[config.mk]
export PLATFORM = sky130hd
export DESIGN_NAME = phy_fifo_an_prbs_regs
export DESIGN_NICKNAME = d
export VERILOG_FILES = /design/src/core/phy_regs_pkg.sv /design/src/core/phy_fifo_an_prbs_regs.sv /design/src/core/sync_fifo_thr.sv /design/src/core/prbs_tx_checker.sv
export SDC_FILE = /design/constraint.sdc
export NUM_CORES = 1
export LEC_CHECK = 0
export BUFFER_PORTS_ARGS = -buffer_cell sky130_fd_sc_hd__buf_2
export CORE_MARGIN = 2
export CORE_UTILIZATION = 40
export DETAILED_ROUTE_END_ITERATION = 10
export PLACE_DENSITY_LB_ADDON = 0.08
export SLEW_MARGIN = 10
export SYNTH_ARGS = -nofsm -noshare
export SYNTH_HDL_FRONTEND = slang
export SYNTH_SLANG_ARGS = --single-unit
[constraint.sdc]
create_clock -name clk -period 9.22 [get_ports clk]
set_input_delay 0.461 -clock clk [delete_from_list [all_inputs] [get_ports clk]]
set_output_delay 0.461 -clock clk [all_outputs]
set_load 0.005 [all_outputs]
[src/core/phy_regs_pkg.sv]
// Constants for the FIFO control, serial negotiation status and PRBS checker registers.
// Assumes a 16-bit register port on the PHY internal clock of 100 MHz.
package phy_regs_pkg;
    // ------------------------------------------------------------------
    // Register offsets
    // ------------------------------------------------------------------
    localparam logic [7:0]  RGMII_FIFO_CTRL_EXT_ADDR        = 8'h33;
    localparam logic [7:0]  SGMII_NEGOTIATION_STATUS_ADDR   = 8'h37;
    localparam logic [7:0]  PRBS_TX_CHECKER_CTRL_ADDR       = 8'h39;
    localparam logic [7:0]  PRBS_TX_CHECKER_BYTE_COUNT_ADDR = 8'h3A;
    // ------------------------------------------------------------------
    // Reset values
    // ------------------------------------------------------------------
    localparam logic [15:0] RGMII_FIFO_CTRL_EXT_RST         = 16'h0000;
    localparam logic [15:0] PRBS_TX_CHECKER_CTRL_RST        = 16'h0000;
    localparam logic [1:0]  THRESHOLD_LOW_BITS_RST          = 2'h2;
    // ------------------------------------------------------------------
    // Field positions
    // ------------------------------------------------------------------
    localparam int ASYNC_SKIP_BIT        = 4;
    localparam int ASYNC_SKIP_DELAY_BIT  = 3;
    localparam int LOW_LATENCY_BIT       = 2;
    localparam int RX_THR_TOP_BIT        = 1;
    localparam int TX_THR_TOP_BIT        = 0;
    localparam int PAGE_RX_BIT           = 1;
    localparam int NEG_DONE_BIT          = 0;
    localparam int ERR_CNT_LSB           = 7;
    localparam int ERR_CNT_MSB           = 14;
    localparam int LOCK_WR_BIT           = 7;
    localparam int LOCK_CLEAR_WR_BIT     = 8;
    localparam int SYNC_LOST_BIT         = 5;
    localparam int LOCKED_BIT            = 4;
    localparam int BYTE_OVF_BIT          = 2;
    localparam int COUNT_MODE_BIT        = 1;
    localparam int CHECKER_ON_BIT        = 0;
    // ------------------------------------------------------------------
    // Counts and FIFO geometry
    // ------------------------------------------------------------------
    localparam logic [7:0]  ERR_CNT_MAX  = 8'hFF;
    localparam logic [15:0] BYTE_CNT_MAX = 16'hFFFF;
    localparam int          FIFO_DEPTH   = 8;
    localparam int          FIFO_AW      = 3;
    localparam int          FIFO_DW      = 8;
endpackage : phy_regs_pkg

[src/core/phy_fifo_an_prbs_regs.sv]
// Register slice: RGMII FIFO control, serial link negotiation status, PRBS TX checker.
// Assumes a single-cycle register port and status inputs from the PHY datapath.
//
// Strobed register access was chosen for this implementation.
`timescale 1ns/100ps
`default_nettype none
module phy_fifo_an_prbs_regs (
    input  wire logic                              clk,
    input  wire logic                              rstn,
    // Register port
    input  wire logic [7:0]                        reg_addr,
    input  wire logic [15:0]                       reg_wdata,
    input  wire logic                              reg_wr,
    input  wire logic                              reg_rd,
    output logic      [15:0]                       reg_rdata,
    // Neighbouring register low threshold bits
    input  wire logic [1:0]                        rx_fifo_threshold_low_bits,
    input  wire logic [1:0]                        tx_fifo_threshold_low_bits,
    // Serial link negotiation status from the SGMII block
    input  wire logic                              serial_page_received,
    input  wire logic                              serial_link_negotiation_done,
    // PRBS checker datapath status
    input  wire logic                              checker_byte_valid,
    input  wire logic                              checker_byte_error,
    input  wire logic                              checker_sync_event,
    input  wire logic                              checker_lock_in,
    // RGMII data paths
    input  wire logic                              rx_in_valid,
    input  wire logic [phy_regs_pkg::FIFO_DW-1:0]  rx_in_data,
    output logic                                   rx_in_ready,
    output logic                                   rx_out_valid,
    output logic      [phy_regs_pkg::FIFO_DW-1:0]  rx_out_data,
    input  wire logic                              tx_in_valid,
    input  wire logic [phy_regs_pkg::FIFO_DW-1:0]  tx_in_data,
    output logic                                   tx_in_ready,
    output logic                                   tx_out_valid,
    output logic      [phy_regs_pkg::FIFO_DW-1:0]  tx_out_data,
    // Mode controls to the clocking and datapath
    output logic                                   async_fifo_skip_on,
    output logic                                   async_fifo_skip_delay_on,
    output logic                                   low_latency_on,
    output logic                                   checker_on
);
    // ------------------------------------------------------------------
    // Reset release
    // ------------------------------------------------------------------
    logic rst_meta_ff;
    logic rst_n_ff;

    always_ff @(posedge clk or negedge rstn) begin
        if (!rstn) begin
            rst_meta_ff <= 1'b0;
            rst_n_ff    <= 1'b0;
        end else begin
            rst_meta_ff <= 1'b1;
            rst_n_ff    <= rst_meta_ff;
        end
    end

    // ------------------------------------------------------------------
    // Input synchronisers for status coming from other clock domains
    // ------------------------------------------------------------------
    logic [3:0] stat_meta_ff;
    logic [3:0] stat_sync_ff;
    logic [3:0] stat_raw;
    logic       page_seen_ff;
    logic       page_rise;

    assign stat_raw = {checker_lock_in, checker_sync_event,
                       serial_link_negotiation_done, serial_page_received};

    always_ff @(posedge clk or negedge rst_n_ff) begin
        if (!rst_n_ff) begin
            stat_meta_ff <= 4'h0;
            stat_sync_ff <= 4'h0;
            page_seen_ff <= 1'b0;
        end else begin
            stat_meta_ff <= stat_raw;
            stat_sync_ff <= stat_meta_ff;
            page_seen_ff <= stat_sync_ff[0];
        end
    end

    assign page_rise = stat_sync_ff[0] & ~page_seen_ff;

    // ------------------------------------------------------------------
    // Register state
    // ------------------------------------------------------------------
    logic [4:0]  fifo_ctrl_ff, nxt_fifo_ctrl;
    logic [1:0]  chk_ctrl_ff, nxt_chk_ctrl;
    logic        page_rx_ff, nxt_page_rx;
    logic        sync_lost_ff, nxt_sync_lost;
    logic        lock_pulse_ff, nxt_lock_pulse;
    logic        lock_clear_ff, nxt_lock_clear;
    logic [15:0] rdata_ff, nxt_rdata;
    logic [7:0]  err_snap;
    logic [15:0] byte_snap;
    logic        byte_overflow;
    logic [15:0] fifo_word;
    logic [15:0] neg_word;
    logic [15:0] chk_word;
    logic        rd_neg;
    logic        rd_chk;

    always_comb begin
        // Reserved bits stay zero in every read word
        fifo_word = {11'h000, fifo_ctrl_ff};
        neg_word  = 16'h0000;
        neg_word[phy_regs_pkg::PAGE_RX_BIT]  = page_rx_ff;
        neg_word[phy_regs_pkg::NEG_DONE_BIT] = stat_sync_ff[1];
        chk_word  = 16'h0000;
        chk_word[phy_regs_pkg::ERR_CNT_MSB:phy_regs_pkg::ERR_CNT_LSB] = err_snap;
        chk_word[phy_regs_pkg::SYNC_LOST_BIT]  = sync_lost_ff;
        chk_word[phy_regs_pkg::LOCKED_BIT]     = stat_sync_ff[3];
        chk_word[phy_regs_pkg::BYTE_OVF_BIT]   = byte_overflow;
        chk_word[phy_regs_pkg::COUNT_MODE_BIT] = chk_ctrl_ff[1];
        chk_word[phy_regs_pkg::CHECKER_ON_BIT] = chk_ctrl_ff[0];

        rd_neg = reg_rd && (reg_addr == phy_regs_pkg::SGMII_NEGOTIATION_STATUS_ADDR);
        rd_chk = reg_rd && (reg_addr == phy_regs_pkg::PRBS_TX_CHECKER_CTRL_ADDR);

        nxt_rdata = 16'h0000;
        if (reg_rd) begin
            unique case (reg_addr)
                phy_regs_pkg::RGMII_FIFO_CTRL_EXT_ADDR:        nxt_rdata = fifo_word;
                phy_regs_pkg::SGMII_NEGOTIATION_STATUS_ADDR:   nxt_rdata = neg_word;
                phy_regs_pkg::PRBS_TX_CHECKER_CTRL_ADDR:       nxt_rdata = chk_word;
                phy_regs_pkg::PRBS_TX_CHECKER_BYTE_COUNT_ADDR: nxt_rdata = byte_snap;
                default:                                       nxt_rdata = 16'h0000;
            endcase
        end

        nxt_fifo_ctrl  = fifo_ctrl_ff;
        nxt_chk_ctrl   = chk_ctrl_ff;
        nxt_lock_pulse = 1'b0;
        nxt_lock_clear = 1'b0;
        if (reg_wr && reg_addr == phy_regs_pkg::RGMII_FIFO_CTRL_EXT_ADDR) begin
            nxt_fifo_ctrl = reg_wdata[4:0];
        end
        if (reg_wr && reg_addr == phy_regs_pkg::PRBS_TX_CHECKER_CTRL_ADDR) begin
            nxt_chk_ctrl   = reg_wdata[1:0];
            nxt_lock_pulse = reg_wdata[phy_regs_pkg::LOCK_WR_BIT];
            nxt_lock_clear = reg_wdata[phy_regs_pkg::LOCK_CLEAR_WR_BIT];
        end

        // Sticky flags clear on read; a new event in the same cycle wins
        nxt_page_rx   = (page_rx_ff & ~rd_neg) | page_rise;
        nxt_sync_lost = (sync_lost_ff & ~rd_chk) | stat_sync_ff[2];
    end

    always_ff @(posedge clk or negedge rst_n_ff) begin
        if (!rst_n_ff) begin
            fifo_ctrl_ff  <= phy_regs_pkg::RGMII_FIFO_CTRL_EXT_RST[4:0];
            chk_ctrl_ff   <= phy_regs_pkg::PRBS_TX_CHECKER_CTRL_RST[1:0];
            page_rx_ff    <= 1'b0;
            sync_lost_ff  <= 1'b0;
            lock_pulse_ff <= 1'b0;
            lock_clear_ff <= 1'b0;
            rdata_ff      <= 16'h0000;
        end else begin
            fifo_ctrl_ff  <= nxt_fifo_ctrl;
            chk_ctrl_ff   <= nxt_chk_ctrl;
            page_rx_ff    <= nxt_page_rx;
            sync_lost_ff  <= nxt_sync_lost;
            lock_pulse_ff <= nxt_lock_pulse;
            lock_clear_ff <= nxt_lock_clear;
            rdata_ff      <= nxt_rdata;
        end
    end

    assign reg_rdata                = rdata_ff;
    assign async_fifo_skip_on       = fifo_ctrl_ff[phy_regs_pkg::ASYNC_SKIP_BIT];
    assign async_fifo_skip_delay_on = fifo_ctrl_ff[phy_regs_pkg::ASYNC_SKIP_DELAY_BIT];
    assign low_latency_on           = fifo_ctrl_ff[phy_regs_pkg::LOW_LATENCY_BIT];
    assign checker_on               = chk_ctrl_ff[phy_regs_pkg::CHECKER_ON_BIT];

    // ------------------------------------------------------------------
    // Sync FIFOs and checker counters
    // ------------------------------------------------------------------
    logic [2:0] rx_threshold;
    logic [2:0] tx_threshold;

    assign rx_threshold = {fifo_ctrl_ff[phy_regs_pkg::RX_THR_TOP_BIT],
                           rx_fifo_threshold_low_bits};
    assign tx_threshold = {fifo_ctrl_ff[phy_regs_pkg::TX_THR_TOP_BIT],
                           tx_fifo_threshold_low_bits};

    // Data outputs are combinational through the skip path so that skipping adds no cycle
    sync_fifo_thr u_rx_fifo (
        .clk       (clk),
        .rst_n     (rst_n_ff),
        .threshold (rx_threshold),
        .skip      (async_fifo_skip_on),
        .in_valid  (rx_in_valid),
        .in_data   (rx_in_data),
        .in_ready  (rx_in_ready),
        .out_valid (rx_out_valid),
        .out_data  (rx_out_data)
    );

    sync_fifo_thr u_tx_fifo (
        .clk       (clk),
        .rst_n     (rst_n_ff),
        .threshold (tx_threshold),
        .skip      (async_fifo_skip_on),
        .in_valid  (tx_in_valid),
        .in_data   (tx_in_data),
        .in_ready  (tx_in_ready),
        .out_valid (tx_out_valid),
        .out_data  (tx_out_data)
    );

    prbs_tx_checker u_checker (
        .clk                (clk),
        .rst_n              (rst_n_ff),
        .checker_on         (chk_ctrl_ff[phy_regs_pkg::CHECKER_ON_BIT]),
        .checker_count_mode (chk_ctrl_ff[phy_regs_pkg::COUNT_MODE_BIT]),
        .byte_valid         (checker_byte_valid),
        .byte_error         (checker_byte_error),
        .lock_pulse         (lock_pulse_ff),
        .lock_clear_pulse   (lock_clear_ff),
        .err_snap           (err_snap),
        .byte_snap          (byte_snap),
        .byte_overflow      (byte_overflow)
    );
endmodule : phy_fifo_an_prbs_regs
`default_nettype wire

[src/core/sync_fifo_thr.sv]
// Eight-entry sync FIFO whose read starts once fill reaches twice the threshold.
// Assumes write and read on the same clock; the async path is modelled by the skip option.
`timescale 1ns/100ps
`default_nettype none
module sync_fifo_thr (
    input  wire logic                              clk,
    input  wire logic                              rst_n,
    input  wire logic [2:0]                        threshold,
    input  wire logic                              skip,
    input  wire logic                              in_valid,
    input  wire logic [phy_regs_pkg::FIFO_DW-1:0]  in_data,
    output logic                                   in_ready,
    output logic                                   out_valid,
    output logic      [phy_regs_pkg::FIFO_DW-1:0]  out_data
);
    // ------------------------------------------------------------------
    // Storage and pointers
    // ------------------------------------------------------------------
    logic [phy_regs_pkg::FIFO_DW-1:0] mem_ff [phy_regs_pkg::FIFO_DEPTH];
    logic [phy_regs_pkg::FIFO_AW:0]   wr_ptr_ff, nxt_wr_ptr;
    logic [phy_regs_pkg::FIFO_AW:0]   rd_ptr_ff, nxt_rd_ptr;
    logic                             reading_ff, nxt_reading;
    logic [phy_regs_pkg::FIFO_AW:0]   fill;
    logic [phy_regs_pkg::FIFO_AW:0]   start_level;
    logic                             do_wr;
    logic                             do_rd;

    always_comb begin
        fill        = wr_ptr_ff - rd_ptr_ff;
        // Twice the threshold; each step between 1 and 4 adds or removes two write cycles before the read starts
        start_level = {threshold, 1'b0};
        in_ready    = skip | (fill != 4'(phy_regs_pkg::FIFO_DEPTH));
        do_wr       = in_valid & in_ready & ~skip;
        nxt_reading = reading_ff;
        if (fill == 4'h0) begin
            nxt_reading = 1'b0;
        end else if (fill >= start_level) begin
            nxt_reading = 1'b1;
        end
        do_rd       = reading_ff & (fill != 4'h0) & ~skip;
        nxt_wr_ptr  = do_wr ? wr_ptr_ff + 4'h1 : wr_ptr_ff;
        nxt_rd_ptr  = do_rd ? rd_ptr_ff + 4'h1 : rd_ptr_ff;
        // Skip routes data straight past the storage
        out_valid   = skip ? in_valid : do_rd;
        out_data    = skip ? in_data : mem_ff[rd_ptr_ff[phy_regs_pkg::FIFO_AW-1:0]];
    end

    always_ff @(posedge clk or negedge rst_n) begin
        if (!rst_n) begin
            wr_ptr_ff  <= 4'h0;
            rd_ptr_ff  <= 4'h0;
            reading_ff <= 1'b0;
        end else begin
            wr_ptr_ff  <= nxt_wr_ptr;
            rd_ptr_ff  <= nxt_rd_ptr;
            reading_ff <= nxt_reading;
        end
    end

    // Storage has no reset; contents are only read once written
    always_ff @(posedge clk) begin
        if (do_wr) begin
            mem_ff[wr_ptr_ff[phy_regs_pkg::FIFO_AW-1:0]] <= in_data;
        end
    end
endmodule : sync_fifo_thr
`default_nettype wire

[src/core/prbs_tx_checker.sv]
// Counters of the transmit-side PRBS checker with lock and lock-clear snapshots.
// Assumes byte strobes and error flags from the checker datapath on the same clock.
`timescale 1ns/100ps
`default_nettype none
module prbs_tx_checker (
    input  wire logic        clk,
    input  wire logic        rst_n,
    input  wire logic        checker_on,
    input  wire logic        checker_count_mode,
    input  wire logic        byte_valid,
    input  wire logic        byte_error,
    input  wire logic        lock_pulse,
    input  wire logic        lock_clear_pulse,
    output logic      [7:0]  err_snap,
    output logic      [15:0] byte_snap,
    output logic             byte_overflow
);
    logic [7:0]  err_cnt_ff, nxt_err_cnt;
    logic [15:0] byte_cnt_ff, nxt_byte_cnt;
    logic [7:0]  err_snap_ff, nxt_err_snap;
    logic [15:0] byte_snap_ff, nxt_byte_snap;
    logic        ovf_ff, nxt_ovf;

    always_comb begin
        nxt_err_cnt   = err_cnt_ff;
        nxt_byte_cnt  = byte_cnt_ff;
        nxt_err_snap  = err_snap_ff;
        nxt_byte_snap = byte_snap_ff;
        nxt_ovf       = ovf_ff;
        if (checker_on && byte_valid) begin
            // Single mode saturates, continuous mode wraps
            if (byte_cnt_ff == phy_regs_pkg::BYTE_CNT_MAX) begin
                nxt_ovf = 1'b1;
                if (checker_count_mode) begin
                    nxt_byte_cnt = 16'h0000;
                end
            end else begin
                nxt_byte_cnt = byte_cnt_ff + 16'h0001;
            end
            if (byte_error) begin
                if (err_cnt_ff != phy_regs_pkg::ERR_CNT_MAX) begin
                    nxt_err_cnt = err_cnt_ff + 8'h01;
                end else if (checker_count_mode) begin
                    nxt_err_cnt = 8'h00;
                end
            end
        end
        if (lock_pulse || lock_clear_pulse) begin
            nxt_err_snap  = err_cnt_ff;
            nxt_byte_snap = byte_cnt_ff;
        end
        if (lock_clear_pulse) begin
            nxt_err_cnt  = 8'h00;
            nxt_byte_cnt = 16'h0000;
            nxt_ovf      = 1'b0;
        end
    end

    always_ff @(posedge clk or negedge rst_n) begin
        if (!rst_n) begin
            err_cnt_ff   <= 8'h00;
            byte_cnt_ff  <= 16'h0000;
            err_snap_ff  <= 8'h00;
            byte_snap_ff <= 16'h0000;
            ovf_ff       <= 1'b0;
        end else begin
            err_cnt_ff   <= nxt_err_cnt;
            byte_cnt_ff  <= nxt_byte_cnt;
            err_snap_ff  <= nxt_err_snap;
            byte_snap_ff <= nxt_byte_snap;
            ovf_ff       <= nxt_ovf;
        end
    end

    assign err_snap      = err_snap_ff;
    assign byte_snap     = byte_snap_ff;
    assign byte_overflow = ovf_ff;
endmodule : prbs_tx_checker
`default_nettype wire

Word-level counts from Yosys, hierarchy flattened
Memory sizes are Yosys's and may differ from the RTL's.
Index checks and enable logic that the tools add are counted.
{"block": "word_totals", "register_bits": 105, "mem_bits_rw": 128, "input_bits": 56, "output_inout_bits": 40, "elab_cells": 110, "mem_count": 2}
{"name": "u_rx_fifo.mem_ff", "depth": 8, "width": 8, "rd": 1, "rd_ports_with_merged_regs": 0, "write_ports": 1, "line": "sync_fifo_thr.sv:19", "text": "logic [phy_regs_pkg::FIFO_DW-1:0] mem_ff [phy_regs_pkg::FIFO_DEPTH];"}
{"name": "u_tx_fifo.mem_ff", "depth": 8, "width": 8, "rd": 1, "rd_ports_with_merged_regs": 0, "write_ports": 1, "line": "sync_fifo_thr.sv:19"}
{"block": "op_classes", "add_sub_neg": 8, "n_lt_le_gt_ge": 2, "n_eq_ne": 9, "muxes": 28, "bitwise": 19, "reduce_logical": 19}
{"op": "16-bit two-way mux", "n": 5}
{"op": "16-bit case mux with 4 select lines", "n": 1}
{"op": "8-bit two-way mux", "n": 7}
{"op": "8-bit by 6-bit == test with 1-bit output (second input constant)", "n": 4}
{"op": "16-bit by 1-bit adder with 16-bit output (second input constant)", "n": 1}
{"op": "4-bit by 1-bit adder with 4-bit output (second input constant)", "n": 4}
{"op": "16-bit == test (second input constant)", "n": 1}
{"op": "1-bit two-way mux", "n": 15}
{"op": "1-bit AND", "n": 11}
{"op": "2-bit nonzero test", "n": 5}
{"op": "8-bit by 1-bit adder with 8-bit output (second input constant)", "n": 1}
{"op": "4-bit >= comparator", "n": 2}
{"op": "4-bit logical NOT", "n": 2}
{"op": "4-bit inequality test (second input constant)", "n": 2}
{"op": "8-bit inequality test (second input constant)", "n": 1}
{"op": "4-bit nonzero test", "n": 2}
{"op": "4-bit subtractor", "n": 2}
{"op": "1-bit logical AND", "n": 5}
{"op": "1-bit inverter", "n": 4}
{"op": "1-bit bitwise OR", "n": 4}
{"op": "2-bit AND reduction", "n": 2}
{"op": "3-bit inequality test (second input constant)", "n": 1}
{"op": "3-bit AND reduction", "n": 1}
{"op": "3-bit nonzero test", "n": 1}
{"op": "1-bit logical OR", "n": 1}

Depth between registers and ports, before layout
{"block": "logic_depth", "word_depth": 7, "mapped_depth": 11, "mapped_depth_nobuf": 9}

Cells and area by module
From an unflattened synthesis, not the netlist that was laid out.
{"block": "unflattened", "hier_cells": 730, "hier_area_um2": 10433.8}
{"mod": "sync_fifo_thr at u_rx_fifo", "instances": 1, "cells_each": 182, "area_per_inst_um2": 3176.8, "seq_area_each_um2": 2147.1}
{"mod": "sync_fifo_thr at u_tx_fifo", "instances": 1, "cells_each": 183, "area_per_inst_um2": 3174.3, "seq_area_each_um2": 2147.1}
{"mod": "prbs_tx_checker", "instances": 1, "cells_each": 233, "area_per_inst_um2": 2456.1, "seq_area_each_um2": 1226.2}
{"mod": "phy_fifo_an_prbs_regs", "instances": 1, "cells_each": 132, "area_per_inst_um2": 1626.6, "seq_area_each_um2": 950.9}

Worst setup path after synthesis
No wires, ideal clock.
{"block": "synth_path", "kind": "register to register", "from": "register u_rx_fifo.rd_ptr_ff[1] (netlist name)", "to": "memory u_rx_fifo.mem_ff[0][0] (netlist name) (enable)", "setup_ps": 395, "arrival_time_ps": 3122, "required_time_ps": 8825, "slack_ps": 5704, "path_stages_with_launch": 10, "path_cell_list": "dfrtp_1 clkbuf_1 clkbuf_1 inv_1 ha_1 nand2_1 o21ai_0 xnor2_1 o21ai_1 nor4_1"}
{"block": "synth_between", "elab_chain_cells": 7}
{"element": "from (decl)", "line": "sync_fifo_thr.sv:21", "text": "logic [phy_regs_pkg::FIFO_AW:0] rd_ptr_ff, nxt_rd_ptr;"}
{"element": "from (signal assigned)", "line": "sync_fifo_thr.sv:55", "text": "rd_ptr_ff <= nxt_rd_ptr;"}
{"element": "4-bit subtractor", "line": "sync_fifo_thr.sv:29", "text": "fill = wr_ptr_ff - rd_ptr_ff;"}
{"element": "4-bit inequality test", "line": "sync_fifo_thr.sv:32", "text": "in_ready = skip | (fill != 4'(phy_regs_pkg::FIFO_DEPTH));"}
{"element": "1-bit bitwise OR", "line": "sync_fifo_thr.sv:32"}
{"element": "1-bit AND (2 in a row)", "line": "sync_fifo_thr.sv:33", "text": "do_wr = in_valid & in_ready & ~skip;"}
{"element": "1-bit two-way mux", "line": "sync_fifo_thr.sv:62", "text": "if (do_wr) begin"}
{"element": "1-bit two-way mux (implied by the code)", "line": "sync_fifo_thr.sv:63", "text": "mem_ff[wr_ptr_ff[phy_regs_pkg::FIFO_AW-1:0]] <= in_data;"}
{"element": "to (decl)", "line": "sync_fifo_thr.sv:19"}
No other way between the ends.

Final worst setup path
{"block": "layout_path", "from": "register u_rx_fifo.rd_ptr_ff[1] (netlist name)", "to": "output port rx_out_valid"}
{"block": "layout_between", "elab_chain_cells": 5}
{"element": "4-bit subtractor", "line": "sync_fifo_thr.sv:29"}
{"element": "4-bit nonzero test", "line": "sync_fifo_thr.sv:40", "text": "do_rd = reading_ff & (fill != 4'h0) & ~skip;"}
{"element": "1-bit AND (2 in a row)", "line": "sync_fifo_thr.sv:40"}
{"element": "1-bit two-way mux", "line": "sync_fifo_thr.sv:44", "text": "out_valid = skip ? in_valid : do_rd;"}
{"element": "to (decl)", "line": "phy_fifo_an_prbs_regs.sv:31", "text": "output logic rx_out_valid,"}
No other way between the ends.

==> metrics.txt <==
WS Path Type=reg2out; Cell Rows=57; CP startpoint kind=flip-flop; overall power=3.464 mW; synthesized area=10030 um^2; Num CTS Buffers=26; drt total wl=20.69 mm; final setup vio count=0; GPL Wtd Cong=approximately 0.8; nets=862; grt total ovfl=0; Pwr per Cell Area=approximately 290 nW/um^2; Max VDD drop=0.1282 mV; fillers=2177; max-slew headroom at the worst pin=27.87%; WP data arrival=3.57 ns; All-Layer GR Usage=16.00%; run status=finished clean; met2 global-route usage=28.32%; crit path cell chain=inv_1 -> ha_1 -> a21oi_1 -> o21ai_0 -> xnor2_1 -> a21boi_0 -> a21o_1 -> buf_2; Most Crowded Layer GR=met2; wire length per cell=18.33 um; Die Y=162.4 um; Root Driver=clkbuf_16; IO Pins=96; largest net degree at the start of global routing=54; final worst path period share=a little over two fifths; global-route wire length before repair=33.18 mm; # H-tree levels=1; synthesis-to-layout area growth=17.54%; post-route ant nets=0; Post-synth top flop=edfxtp_1; Post-CTS Setup Inserts=0; Leakage=4.734 nW; met1 usage in global routing=20.87%; min cycle time layout=4.030 ns; Achievable Freq=roughly 0.25 GHz; DR iter-0 viols=351; IO buf count=86; Slew Limit Fails=0; Buf/Inv on CP=2; Synth Net Count=763; Post-Synthesis Mean Instance Area=14.60 um^2; cells after synthesis=687; DRC=0; CP endpoint kind=output pin; Req. time, crit path=8.76 ns; die width=162.4 um; 1st-pass router iterations=4; Worst-path clk slew=0.06 ns; detailed placer's ending HPWL=13.54 mm; Critical-path top delay cell=dfrtp_1; crit-path max cell delay=1.00 ns; yosys warns=0; worst clock skew=0.01170 ns; Initial Util=41.01%; clk sinks=233; Worst-Margin Slew=1.080 ns; Final Hold Vio Count=0; worst-path fanout max=21; Hold Path Class=in2reg; clk buf depth=3; Post-synth EDFFs=128; core footprint=24460 um^2; RSZ-0062 raised after global routing=false; CP delay by family, top=flip-flops; Synth top area share=38.32%; most area-consuming cells after synthesis=edfxtp_1, dfrtp_1, mux4_2; initial antenna violation count=0; vias in the first global route=6233; via count=5873; flops & latches, synth=about 230; routed vias/inst=5.202; max-cap violations=0; antenna cells=0; die area=between 20000 and 30000 um^2; setup tns final=0 ns; sequential element share of the synthesized area=64.51%; Yosys cell types=57; Clock Latency Late Sink=~0.52 ns; async set-reset flop share out of synthesis=45.06%; proportion of layout cells with a drive suffix above 1=between 20% and 30%; CTS tree=done; met3 GRT Util=under 10%; Yosys top cell by area=edfxtp_1
[final timing paths]
kind	from	to	slack, ns	depth (start not counted)
max	u_rx_fifo.rd_ptr_ff[1]$_DFFE_PN0P_	rx_out_valid	5.19	8
min	serial_link_negotiation_done	stat_meta_ff[1]$_DFF_PN0_	0.05	1
max reg2reg	u_rx_fifo.rd_ptr_ff[1]$_DFFE_PN0P_	u_rx_fifo.mem_ff[4][0]$_DFFE_PP_	5.38	7
min reg2reg	stat_meta_ff[0]$_DFF_PN0_	stat_sync_ff[0]$_DFF_PN0_	0.35	0
max in group asynchronous	rst_n_ff$_DFF_PN0_	reg_rdata[10]$_DFF_PN0_	7.71	1
min in group asynchronous	rstn	rst_n_ff$_DFF_PN0_	0.26	2
[synth_stat cells (4+ instances only)]
cell type,n
a21boi_0,4
a21oi_1,19
a22oi_1,18
a31oi_1,7
and2_1,4
and3_1,10
buf_2,5
clkbuf_1,21
dfrtp_1,105
edfxtp_1,128
ha_1,18
inv_1,20
mux2_2,36
mux2i_1,20
mux4_2,32
nand2_1,46
nand2b_1,5
nand3_1,10
nand3b_1,4
nand4_1,6
nor2_1,23
nor2b_1,22
nor3_1,13
nor4_1,9
o21ai_0,29
xnor2_1,12
xor2_1,12
[sequential cells by signal (all words and copies together) (netlist names), 2 cells and up]
name and cells:
reg_rdata 16, stat_sync_ff 4, u_rx_fifo.mem_ff 64, u_tx_fifo.rd_ptr_ff 4, u_checker.err_cnt_ff 8, u_tx_fifo.wr_ptr_ff 4, u_checker.byte_snap 16, stat_meta_ff 4
fifo_ctrl_ff 5, u_tx_fifo.mem_ff 64, u_checker.err_snap 8, chk_ctrl_ff 2, u_rx_fifo.rd_ptr_ff 4, u_checker.byte_cnt_ff 16, u_rx_fifo.wr_ptr_ff 4
[logic make-up (layout without fill, tap and decap cells)]
| family | Yosys count | count (layout) | synth area share, % |
|---|---|---|---|
| compound gates | 105 | 105 | 6.736 |
| mux | 88 | 88 | 13.22 |
| fa+ha+maj | 20 | 20 | 2.644 |
| flops | 233 | 233 | 64.51 |
| simple gates | 165 | 165 | 8.706 |
| other cells | 1 | 1 | 0.03738 |
| xor+xnor | 24 | 24 | 2.096 |
| buf+inv | 51 | 169 | 2.046 |
[routing by layer]
metal  wire, um  share of wire [%]
met5          0                  0
met4        425                2.1
met3        735                3.6
met2      10580                 51
met1       8953                 43
[layout by cell type (no fill, tap or decap), types with 12 or more instances in the layout]
cell type,n
edfxtp_1,128
dfrtp_1,104
buf_2,86
nand2_1,46
mux2_2,36
mux4_2,32
o21ai_0,29
clkbuf_16,27
nor2b_1,22
nor2_1,22
inv_1,20
mux2i_1,20
a21oi_1,19
a22oi_1,18
ha_1,18
buf_4,13
xnor2_1,12
xor2_1,12
[cell type report]
class                           count  area [um^2]  share of cell area (%)
Clock buffer                       28        679.4                   5.762
Inverter                           22        82.58                  0.7004
Sequential cell                   233         6475                   54.92
Multi-Input combinational cell    403         3387                   28.73
Timing Repair Buffer              100        538.0                   4.563
Tap cell                          324        405.4                   3.438
Clock inverter                     19        222.7                   1.889
[per-stage QoR]
step	utilization, %	std cells	cell area (um^2)	hold WS, ns	worst slack, ns
final	48.20	1129	11790	0.05127	5.190
after global routing	48.20	1129	11790	0.03426	4.827
after CTS	48.20	1129	11790	0.03194	5.102
after detailed placement	44.47	1081	10880	0.2495	5.335
after global placement	44.47	1081	10880	0.2461	5.420
after floorplan	-	687	10030	0.1654	5.704
[timing repair]
item,CTS,global route
setup endpoints to repair,0,0
hold buffers,1,0
endpoints found under the hold margin,2,0
gates resized for setup,0,0
[power breakdown]
part	leakage, nW	switching [mW]	internal [mW]
Clock	0.448	0.400	0.671
Sequential	2.52	0.0997	1.26
Combinational	1.77	0.559	0.475
Note: power is estimated with default switching activity, not from simulation.
